==> src/ppf_pkg.sv <==
// Shared types and constants for the pulse-input payload framer.
// Assumes byte-oriented M-Bus style data records, little-endian data fields.
package ppf_pkg;

    // ========================================================================
    // Message identifiers
    localparam logic [7:0] MSG_ID_TEL1 = 8'h1C;
    localparam logic [7:0] MSG_ID_TEL2 = 8'h1D;

    // ========================================================================
    // Record header bytes (DIF, DIFE, VIF, VIFE)
    localparam logic [7:0] DIF_INT32      = 8'h04;
    localparam logic [7:0] DIF_INT16      = 8'h02;
    localparam logic [7:0] DIF_BCD8       = 8'h0C;
    localparam logic [7:0] DIF_EXT_INT32  = 8'h84;
    localparam logic [7:0] DIFE_TARIFF2   = 8'h20;
    localparam logic [7:0] DIFE_TARIFF3   = 8'h30;
    localparam logic [7:0] DIFE_SUBUNIT1  = 8'h40;
    localparam logic [7:0] DIFE_SUB2_LOW  = 8'h80;
    localparam logic [7:0] DIFE_SUB2_HIGH = 8'h40;
    localparam logic [7:0] VIF_DATE_TIME  = 8'h6D;
    localparam logic [7:0] VIF_METER_ID   = 8'h78;
    localparam logic [7:0] VIF_OP_HOURS   = 8'h22;
    localparam logic [7:0] VIF_INFO       = 8'hFD;
    localparam logic [7:0] VIFE_INFO      = 8'h17;
    localparam logic [7:0] VIF_PULSE_VOL  = 8'h14;
    localparam logic [7:0] VIF_PULSE_NRG  = 8'h07;

    // ========================================================================
    // Record sizing
    localparam int            REC_BYTES = 8;
    localparam int            NUM_RECS  = 9;
    localparam logic [5:0]    IDX_ONE   = 6'h01;
    localparam logic [2:0]    LEN_D4    = 3'h4;
    localparam logic [2:0]    LEN_D2    = 3'h2;
    localparam logic [2:0]    LEN_H2    = 3'h2;
    localparam logic [2:0]    LEN_H3    = 3'h3;
    localparam logic [2:0]    LEN_H4    = 3'h4;
    localparam logic [15:0]   INFO_HI_ZERO = 16'h0000;

    // ========================================================================
    // Types
    typedef enum logic {ST_IDLE, ST_SEND} ppf_state_t;

    typedef struct packed {
        logic [3:0]                len;
        logic [REC_BYTES-1:0][7:0] b;   // b[0] goes out first
    } ppf_rec_t;

    typedef struct packed {
        logic [6:0] year;
        logic [3:0] month;
        logic [4:0] day;
        logic       summer;
        logic [4:0] hour;
        logic       invalid;
        logic [5:0] minute;
    } ppf_time_t;

    typedef struct packed {
        ppf_time_t   dt;
        logic [31:0] id_bcd;
        logic [31:0] energy;
        logic [7:0]  energy_vif;
        logic [7:0]  energy_vife;
        logic        energy_vife_en;
        logic [31:0] tariff2;
        logic [31:0] tariff3;
        logic [31:0] volume;
        logic [7:0]  volume_vif;
        logic [15:0] power;
        logic [7:0]  power_vif;
        logic [15:0] flow;
        logic [7:0]  flow_vif;
        logic [15:0] forward_temperature;
        logic [7:0]  forward_vif;
        logic [15:0] return_temperature;
        logic [7:0]  return_vif;
        logic [31:0] pulse_a;
        logic [31:0] pulse_b;
        logic        pulse_is_energy;
        logic [31:0] op_hours;
        logic [31:0] info;
        logic        info_wide;
    } ppf_meter_t;

    typedef struct packed {
        logic [7:0] data;
        logic       sof;
        logic       eof;
        logic       tel2;
    } ppf_byte_t;

    // Build one record: header bytes (low byte first) then data, LSB first
    function automatic ppf_rec_t mk_rec(input logic [2:0]  hlen,
                                        input logic [31:0] hdr,
                                        input logic [2:0]  dlen,
                                        input logic [31:0] dat);
        ppf_rec_t r;
        r.len = {1'b0, hlen} + {1'b0, dlen};
        r.b   = '0;
        for (int i = 0; i < REC_BYTES; i++)
        begin
            if (i < int'(hlen))
                r.b[i] = hdr[8*(i%4) +: 8];
            else if (i < int'(hlen) + int'(dlen))
                r.b[i] = dat[8*((i-int'(hlen))%4) +: 8];
        end
        return r;
    endfunction

    // Pack the calendar fields into the 32-bit date/time word
    function automatic logic [31:0] pack_time(input ppf_time_t t);
        return {t.year[6:3], t.month, t.year[2:0], t.day, t.summer, 2'b00,
                t.hour, t.invalid, 1'b0, t.minute};
    endfunction

endpackage

==> src/ppf_framer.sv <==
// Pulse-input payload framer: builds two telegrams per format.
// Assumes meter values are stable in the cycle start is taken, and a
// byte-wide valid/ready sink that accepts the finished telegrams.
`timescale 1ns/1ps
`default_nettype none

module ppf_framer (
    // Clock and reset
    input  wire logic               clk_sys,
    input  wire logic               rst_n,
    // Meter register side
    input  wire logic               start,
    input  wire logic               fmt_ext,
    input  wire ppf_pkg::ppf_meter_t meter,
    output logic                    busy,
    // Uplink byte stream
    output logic                    tx_valid,
    input  wire logic               tx_ready,
    output ppf_pkg::ppf_byte_t      tx_byte
);

    // ========================================================================
    // Reset release synchroniser
    logic rst_meta_reg;
    logic rst_sync_reg;

    // Async assert, release after two edges
    always_ff @(posedge clk_sys or negedge rst_n)
    begin
        if (!rst_n)
        begin
            rst_meta_reg <= 1'b0;
            rst_sync_reg <= 1'b0;
        end
        else
        begin
            rst_meta_reg <= 1'b1;
            rst_sync_reg <= rst_meta_reg;
        end
    end

    // ========================================================================
    // State
    ppf_pkg::ppf_state_t state_reg, state_next;
    logic                tel2_reg, tel2_next;
    logic                ext_reg, ext_next;
    logic [5:0]          idx_reg, idx_next;
    ppf_pkg::ppf_meter_t snap_reg, snap_next;
    logic                valid_reg, valid_next;
    ppf_pkg::ppf_byte_t  out_reg, out_next;

    // ========================================================================
    // Record list for the telegram in progress
    ppf_pkg::ppf_rec_t recs [ppf_pkg::NUM_RECS];
    logic [31:0]       info_word;
    logic [7:0]        pulse_vif;
    logic [2:0]        nrg_hlen;
    logic [2:0]        trf_hlen;
    logic [31:0]       nrg_hdr;

    // Header variants shared by several records
    always_comb
    begin
        // Narrow flag set widened to 32 bits
        info_word = snap_reg.info_wide ? snap_reg.info
                                       : {ppf_pkg::INFO_HI_ZERO, snap_reg.info[15:0]};
        // Pulse coding follows meter interpretation
        pulse_vif = snap_reg.pulse_is_energy ? ppf_pkg::VIF_PULSE_NRG : ppf_pkg::VIF_PULSE_VOL;
        nrg_hlen  = snap_reg.energy_vife_en ? ppf_pkg::LEN_H3 : ppf_pkg::LEN_H2;
        trf_hlen  = snap_reg.energy_vife_en ? ppf_pkg::LEN_H4 : ppf_pkg::LEN_H3;
        nrg_hdr   = {8'h00, snap_reg.energy_vife, snap_reg.energy_vif, ppf_pkg::DIF_INT32};
    end

    // Field order per format and telegram
    always_comb
    begin
        for (int k = 0; k < ppf_pkg::NUM_RECS; k++)
            recs[k] = '0;
        // Identifier byte opens every telegram
        // Second telegram carries its own code
        recs[0] = ppf_pkg::mk_rec(3'h1, {24'h00_0000,
                  tel2_reg ? ppf_pkg::MSG_ID_TEL2 : ppf_pkg::MSG_ID_TEL1}, 3'h0, 32'h0000_0000);
        // Packed calendar word follows the identifier
        recs[1] = ppf_pkg::mk_rec(ppf_pkg::LEN_H2, {16'h0000, ppf_pkg::VIF_DATE_TIME,
                  ppf_pkg::DIF_INT32}, ppf_pkg::LEN_D4, ppf_pkg::pack_time(snap_reg.dt));
        // Meter ID repeated in both telegrams
        recs[2] = ppf_pkg::mk_rec(ppf_pkg::LEN_H2, {16'h0000, ppf_pkg::VIF_METER_ID,
                  ppf_pkg::DIF_BCD8}, ppf_pkg::LEN_D4, snap_reg.id_bcd);
        if (!tel2_reg)
        begin
            // Basic and extended share the first fields
            recs[3] = ppf_pkg::mk_rec(nrg_hlen, nrg_hdr, ppf_pkg::LEN_D4, snap_reg.energy);
            recs[4] = ppf_pkg::mk_rec(ppf_pkg::LEN_H2, {16'h0000, snap_reg.volume_vif,
                      ppf_pkg::DIF_INT32}, ppf_pkg::LEN_D4, snap_reg.volume);
            recs[5] = ppf_pkg::mk_rec(ppf_pkg::LEN_H2, {16'h0000, snap_reg.power_vif,
                      ppf_pkg::DIF_INT16}, ppf_pkg::LEN_D2, {16'h0000, snap_reg.power});
            if (!ext_reg)
            begin
                // Flow then both temperatures
                recs[6] = ppf_pkg::mk_rec(ppf_pkg::LEN_H2, {16'h0000, snap_reg.flow_vif,
                          ppf_pkg::DIF_INT16}, ppf_pkg::LEN_D2, {16'h0000, snap_reg.flow});
                recs[7] = ppf_pkg::mk_rec(ppf_pkg::LEN_H2, {16'h0000, snap_reg.forward_vif,
                          ppf_pkg::DIF_INT16}, ppf_pkg::LEN_D2,
                          {16'h0000, snap_reg.forward_temperature});
                recs[8] = ppf_pkg::mk_rec(ppf_pkg::LEN_H2, {16'h0000, snap_reg.return_vif,
                          ppf_pkg::DIF_INT16}, ppf_pkg::LEN_D2,
                          {16'h0000, snap_reg.return_temperature});
            end
            else
            begin
                // Temperatures then info, flow dropped
                recs[6] = ppf_pkg::mk_rec(ppf_pkg::LEN_H2, {16'h0000, snap_reg.forward_vif,
                          ppf_pkg::DIF_INT16}, ppf_pkg::LEN_D2,
                          {16'h0000, snap_reg.forward_temperature});
                recs[7] = ppf_pkg::mk_rec(ppf_pkg::LEN_H2, {16'h0000, snap_reg.return_vif,
                          ppf_pkg::DIF_INT16}, ppf_pkg::LEN_D2,
                          {16'h0000, snap_reg.return_temperature});
                recs[8] = ppf_pkg::mk_rec(ppf_pkg::LEN_H3, {8'h00, ppf_pkg::VIFE_INFO,
                          ppf_pkg::VIF_INFO, ppf_pkg::DIF_INT32}, ppf_pkg::LEN_D4, info_word);
            end
        end
        else if (!ext_reg)
        begin
            // Input A, one DIFE, sub-unit 1
            recs[3] = ppf_pkg::mk_rec(ppf_pkg::LEN_H3, {8'h00, pulse_vif, ppf_pkg::DIFE_SUBUNIT1,
                      ppf_pkg::DIF_EXT_INT32}, ppf_pkg::LEN_D4, snap_reg.pulse_a);
            // Input B, two DIFEs, sub-unit 2
            recs[4] = ppf_pkg::mk_rec(ppf_pkg::LEN_H4, {pulse_vif, ppf_pkg::DIFE_SUB2_HIGH,
                      ppf_pkg::DIFE_SUB2_LOW, ppf_pkg::DIF_EXT_INT32}, ppf_pkg::LEN_D4,
                      snap_reg.pulse_b);
            // Operating hours after the pulse inputs
            recs[5] = ppf_pkg::mk_rec(ppf_pkg::LEN_H2, {16'h0000, ppf_pkg::VIF_OP_HOURS,
                      ppf_pkg::DIF_INT32}, ppf_pkg::LEN_D4, snap_reg.op_hours);
            // Info closes the basic second telegram
            recs[6] = ppf_pkg::mk_rec(ppf_pkg::LEN_H3, {8'h00, ppf_pkg::VIFE_INFO,
                      ppf_pkg::VIF_INFO, ppf_pkg::DIF_INT32}, ppf_pkg::LEN_D4, info_word);
        end
        else
        begin
            // Tariffs between meter ID and pulses
            recs[3] = ppf_pkg::mk_rec(trf_hlen, {snap_reg.energy_vife, snap_reg.energy_vif,
                      ppf_pkg::DIFE_TARIFF2, ppf_pkg::DIF_EXT_INT32}, ppf_pkg::LEN_D4,
                      snap_reg.tariff2);
            recs[4] = ppf_pkg::mk_rec(trf_hlen, {snap_reg.energy_vife, snap_reg.energy_vif,
                      ppf_pkg::DIFE_TARIFF3, ppf_pkg::DIF_EXT_INT32}, ppf_pkg::LEN_D4,
                      snap_reg.tariff3);
            // Input A record, sub-unit 1
            recs[5] = ppf_pkg::mk_rec(ppf_pkg::LEN_H3, {8'h00, pulse_vif, ppf_pkg::DIFE_SUBUNIT1,
                      ppf_pkg::DIF_EXT_INT32}, ppf_pkg::LEN_D4, snap_reg.pulse_a);
            // Input B record, sub-unit 2
            recs[6] = ppf_pkg::mk_rec(ppf_pkg::LEN_H4, {pulse_vif, ppf_pkg::DIFE_SUB2_HIGH,
                      ppf_pkg::DIFE_SUB2_LOW, ppf_pkg::DIF_EXT_INT32}, ppf_pkg::LEN_D4,
                      snap_reg.pulse_b);
        end
    end

    // ========================================================================
    // Byte selection by running offset
    logic [7:0] cur_byte;
    logic [5:0] total_len;

    // Records already hold data low byte first
    always_comb
    begin
        logic [5:0] off;
        off       = '0;
        cur_byte  = '0;
        for (int k = 0; k < ppf_pkg::NUM_RECS; k++)
        begin
            if (idx_reg >= off && idx_reg < off + {2'b00, recs[k].len})
                cur_byte = recs[k].b[3'(idx_reg - off)];
            off = off + {2'b00, recs[k].len};
        end
        total_len = off;
    end

    // ========================================================================
    // Sequencer and output register, next values
    logic load;
    logic last_byte;

    always_comb
    begin
        load       = !valid_reg || tx_ready;
        last_byte  = (idx_reg == total_len - ppf_pkg::IDX_ONE);
        state_next = state_reg;
        tel2_next  = tel2_reg;
        ext_next   = ext_reg;
        idx_next   = idx_reg;
        snap_next  = snap_reg;
        valid_next = valid_reg;
        out_next   = out_reg;
        unique case (state_reg)
            ppf_pkg::ST_IDLE:
            begin
                if (load)
                    valid_next = 1'b0;
                // Snapshot keeps both telegrams consistent
                if (start)
                begin
                    state_next = ppf_pkg::ST_SEND;
                    tel2_next  = 1'b0;
                    ext_next   = fmt_ext;
                    idx_next   = '0;
                    snap_next  = meter;
                end
            end
            ppf_pkg::ST_SEND:
            begin
                if (load)
                begin
                    valid_next    = 1'b1;
                    out_next.data = cur_byte;
                    out_next.sof  = (idx_reg == '0);
                    out_next.eof  = last_byte;
                    out_next.tel2 = tel2_reg;
                    idx_next      = idx_reg + ppf_pkg::IDX_ONE;
                    if (last_byte)
                    begin
                        idx_next = '0;
                        // First telegram done, second follows
                        if (!tel2_reg)
                            tel2_next = 1'b1;
                        else
                            state_next = ppf_pkg::ST_IDLE;
                    end
                end
            end
        endcase
    end

    // Register everything, reset to idle
    always_ff @(posedge clk_sys or negedge rst_sync_reg)
    begin
        if (!rst_sync_reg)
        begin
            state_reg <= ppf_pkg::ST_IDLE;
            tel2_reg  <= 1'b0;
            ext_reg   <= 1'b0;
            idx_reg   <= '0;
            snap_reg  <= '0;
            valid_reg <= 1'b0;
            out_reg   <= '0;
        end
        else
        begin
            state_reg <= state_next;
            tel2_reg  <= tel2_next;
            ext_reg   <= ext_next;
            idx_reg   <= idx_next;
            snap_reg  <= snap_next;
            valid_reg <= valid_next;
            out_reg   <= out_next;
        end
    end

    // ========================================================================
    // Outputs
    assign busy     = (state_reg != ppf_pkg::ST_IDLE);
    assign tx_valid = valid_reg;
    assign tx_byte  = out_reg;

endmodule // ppf_framer

`default_nettype wire

==> config.mk <==
export PLATFORM = sky130hd
export DESIGN_NAME = ppf_framer
export DESIGN_NICKNAME = d
export VERILOG_FILES = /design/src/ppf_pkg.sv /design/src/ppf_framer.sv
export SDC_FILE = /design/constraint.sdc
export NUM_CORES = 1
export LEC_CHECK = 0
export ABC_AREA = 1
export BUFFER_PORTS_ARGS = -buffer_cell sky130_fd_sc_hd__buf_2
export CAP_MARGIN = 20
export CORE_MARGIN = 3
export CORE_UTILIZATION = 57
export DETAILED_ROUTE_END_ITERATION = 12
export PLACE_DENSITY_LB_ADDON = 0.3
export SLEW_MARGIN = 0
export SYNTH_ARGS = -nofsm -noshare
export SYNTH_HDL_FRONTEND = slang
export SYNTH_SLANG_ARGS = --single-unit
export TNS_END_PERCENT = 20
==> constraint.sdc <==
create_clock -name clk_sys -period 19 [get_ports clk_sys]
set_input_delay 0.95 -clock clk_sys [delete_from_list [all_inputs] [get_ports clk_sys]]
set_output_delay 0.95 -clock clk_sys [all_outputs]
set_load 0.03 [all_outputs]
==> summary.md <==
| Metric | Value |
|---|---|
| Worst setup EP type | flip-flop |
| IO Count | 458 |
| Final hold violations | 0 |
| Layout cell share with drive strength beyond 1 | 16.3% |
| Asr flop ratio synth | 100% |
| # fillers | 3,788 |
| # port buffers | 457 |
| Cell taking the most area after synthesis | dfrtp_1 |
| Slew margin rel. | 26.5% |
| Syn avg cell area | 7.40 sq um |
| Worst path most repeated cell | nand2_1 |
| Max-Cap Viols | 0 |
| Layout Utilization | 67.6% |
| Worst-path maximum fanout | 50 |
| # rows | 77 |
| Clk_lat worst skew | 610 ps |
| Worst clock skew | 17.4 ps |
| Hold WC Path Type | input pin to asynchronous set/reset pin |
| Post-synth EDFFs | 0 |
| Die height | 219 microns |
| DR vias | 27,200 |
| Predominant post-synthesis flop cell | dfrtp_1 |
| Synth Register Bits | 463 |
| Post-DR vias/cell | 6.09 |
| Highest Clock Rate | 0.154 GHz |
| Unrepaired setup endpoints after global routing | false |
| Nets | 4,335 |
| Post-synth top area share | 44.9% |
| Routability congestion estimate | 1.03 |
| Hpwl dp | 78,200 microns |
| Clock buffer count from CTS | 48 |
| DRT Pass-1 Iters | 6 |
| Global route overflow | 0 |
| Vias in the first global route | 25,200 |
| Chip Width | 219 microns |
| Tmin final | 6510 ps |
| Hold Buf Count CTS | 0 |
| Endpoints failing setup | 0 |
| Status | completed |
| Post-Synthesis Cell Area | 25,800 sq um |
| First-pass GRT wire length | 156,000 microns |
| Largest net degree at the start of global routing | 121 |
| TritonCTS Sinks | 463 |
| TritonCTS clock tree | yes |
| GRT Overall Usage | 43.3% |
| CTS resizes | 0 |
| Synth unique cells | 56 |
| Crit path required time | 19,490 ps |
| Setup Fix Bufs, Post-CTS | 0 |
| Yosys Warn Count | 0 |
| Cells after Synth | 3,491 |
| Detail Route Antenna Nets | 0 |
| Sequential cell area | 11,600 sq um |
| Final period util | 34.3% |
| Final Max Tran Viols | 0 |
| CP max stage delay | 590 ps |
| CP max-delay cell | nand2_2 |
| Root Buffer | clkbuf_16 |
| Register area share after synthesis | 44.9% |
| Initial Util | 58.0% |
| Initial antenna violation count | 13 |
| Least-Margin Pin Slew | 1100 ps |
| WL/cell | 23.7 microns |
| Worst EP arrival | 7000 ps |
| CTS Buffer Depth | 3 |
| H-tree lvl count | 2 |
| Total Neg Setup Slack | 0 ps |
| Area growth syn-to-layout | 16.4% |
| Worst-path clk slew | 60 ps |
| Kind of critical path | flip-flop to flip-flop |
| DRC viols | 0 |
| CP Launch Type | flip-flop |
| Multi-input gate area | 12,200 sq um |
| Post-Route WL | 106,000 microns |
| Syn_nets | 3,993 |
| Largest register FFs | 363 |
| Die area | 47,900 sq um |
| First DRT Iteration DRCs | 4,244 |
| Core Footprint | 44,500 sq um |
| Synth top area cells | dfrtp_1 (45%), nand2_1 (18%), o21ai_0 (8.3%), inv_1 (4.7%), a21oi_1 (3.3%) |
[cell families (layout without fill, tap and decap cells)]
group,count (synthesis),count (layout),share of synthesized area (%)
DFF,463,463,44.9
other,2,11,0.0291
adders and majority gates,57,57,2.91
xor gates and xnor gates,11,11,0.402
and+or+nand+nor,1520,1520,23.4
buffers and inverters,547,928,8.14
AOI/OAI and AO/OA,891,891,20.2
[cells in the final DEF, fill, tap and decap left out, drive strengths merged, types with 3 or more instances in the layout]
cell type and instances:
a211oi 5, a21o 3, a21oi 172, a221oi 16, a22oi 40, a31oi 21
buf 497, bufinv 8, clkbuf 64, clkinv 17, clkinvlp 3, dfrtp 463
diode 9, fa 5, ha 52, inv 339, nand2 1291, nand3 111
nand4 11, nor2 89, nor3 11, o2111ai 7, o211a 3, o211ai 48
o21a 4, o21ai 433, o221ai 63, o22ai 52, o31ai 12, or2 3
xor2 9
[per-layer routing]
layer	up-vias	routed length, microns	global-route usage, %
li1	12200	-	-
met1	12900	43300	62.9
met2	1889	44700	62.6
met3	273	13400	11.3
met4	6	4440	16.3
met5	-	45	0
[metrics by stage]
stage	hold WS, ps	std cells	area (sq um)	worst slack (ps)
floorplan	331	3491	25800	5140
global placement	334	4373	28300	12690
detailed placement	337	4373	28300	12660
CTS	107	4462	30000	12620
global route	123	4470	30100	12070
finish	123	4473	30100	12490
[area by class of cell]
| cell class | instances | area share [%] |
|---|---|---|
| tap | 592 | 2.46 |
| antenna | 9 | 0.0749 |
| clock inverter | 25 | 1.27 |
| inverter | 342 | 4.28 |
| clock buffer | 64 | 4.29 |
| multi-input combinational | 2481 | 40.4 |
| timing repair buffer | 497 | 8.67 |
| sequential | 463 | 38.5 |
[critical path: cells and delay by family (launching register included)]
kind | cells | cell delay [ps]
flip-flops | 1 | 340
AND/OR/NAND/NOR | 15 | 2300
AO/OA/AOI/OAI | 3 | 620
XOR/XNOR | 1 | 290
adder cells (fa/ha/maj) | 5 | 1420
buffers and inverters | 8 | 1410
[synthesized netlist by cell type (11+ instances only)]
cell type / count
a21oi_1: 171
a221oi_1: 16
a22oi_1: 40
a31oi_1: 21
buf_1: 11
buf_2: 25
clkbuf_1: 165
dfrtp_1: 463
ha_1: 52
inv_1: 323
inv_2: 11
nand2_1: 1269
nand2_2: 18
nand3_1: 100
nand4_1: 11
nor2_1: 88
nor3_1: 11
o211ai_1: 46
o21ai_0: 428
o221ai_1: 63
o22ai_1: 52
o31ai_1: 12
[final timing paths]
kind                               from            end  slack, ps  cells after the start
max                             ext_reg     tx_byte[9]      12490                     32
min                               rst_n   rst_sync_reg        120                      1
max reg2reg                     ext_reg     tx_byte[9]      12490                     32
min reg2reg                rst_meta_reg   rst_sync_reg        360                      0
max in group asynchronous  rst_sync_reg  snap_reg[300]      15500                      3
min in group clk_sys       rst_meta_reg   rst_sync_reg        360                      0
Power is left out: the tool's default activity adds up to more than one toggle a clock period on the data nets, which glitch-free logic cannot reach.
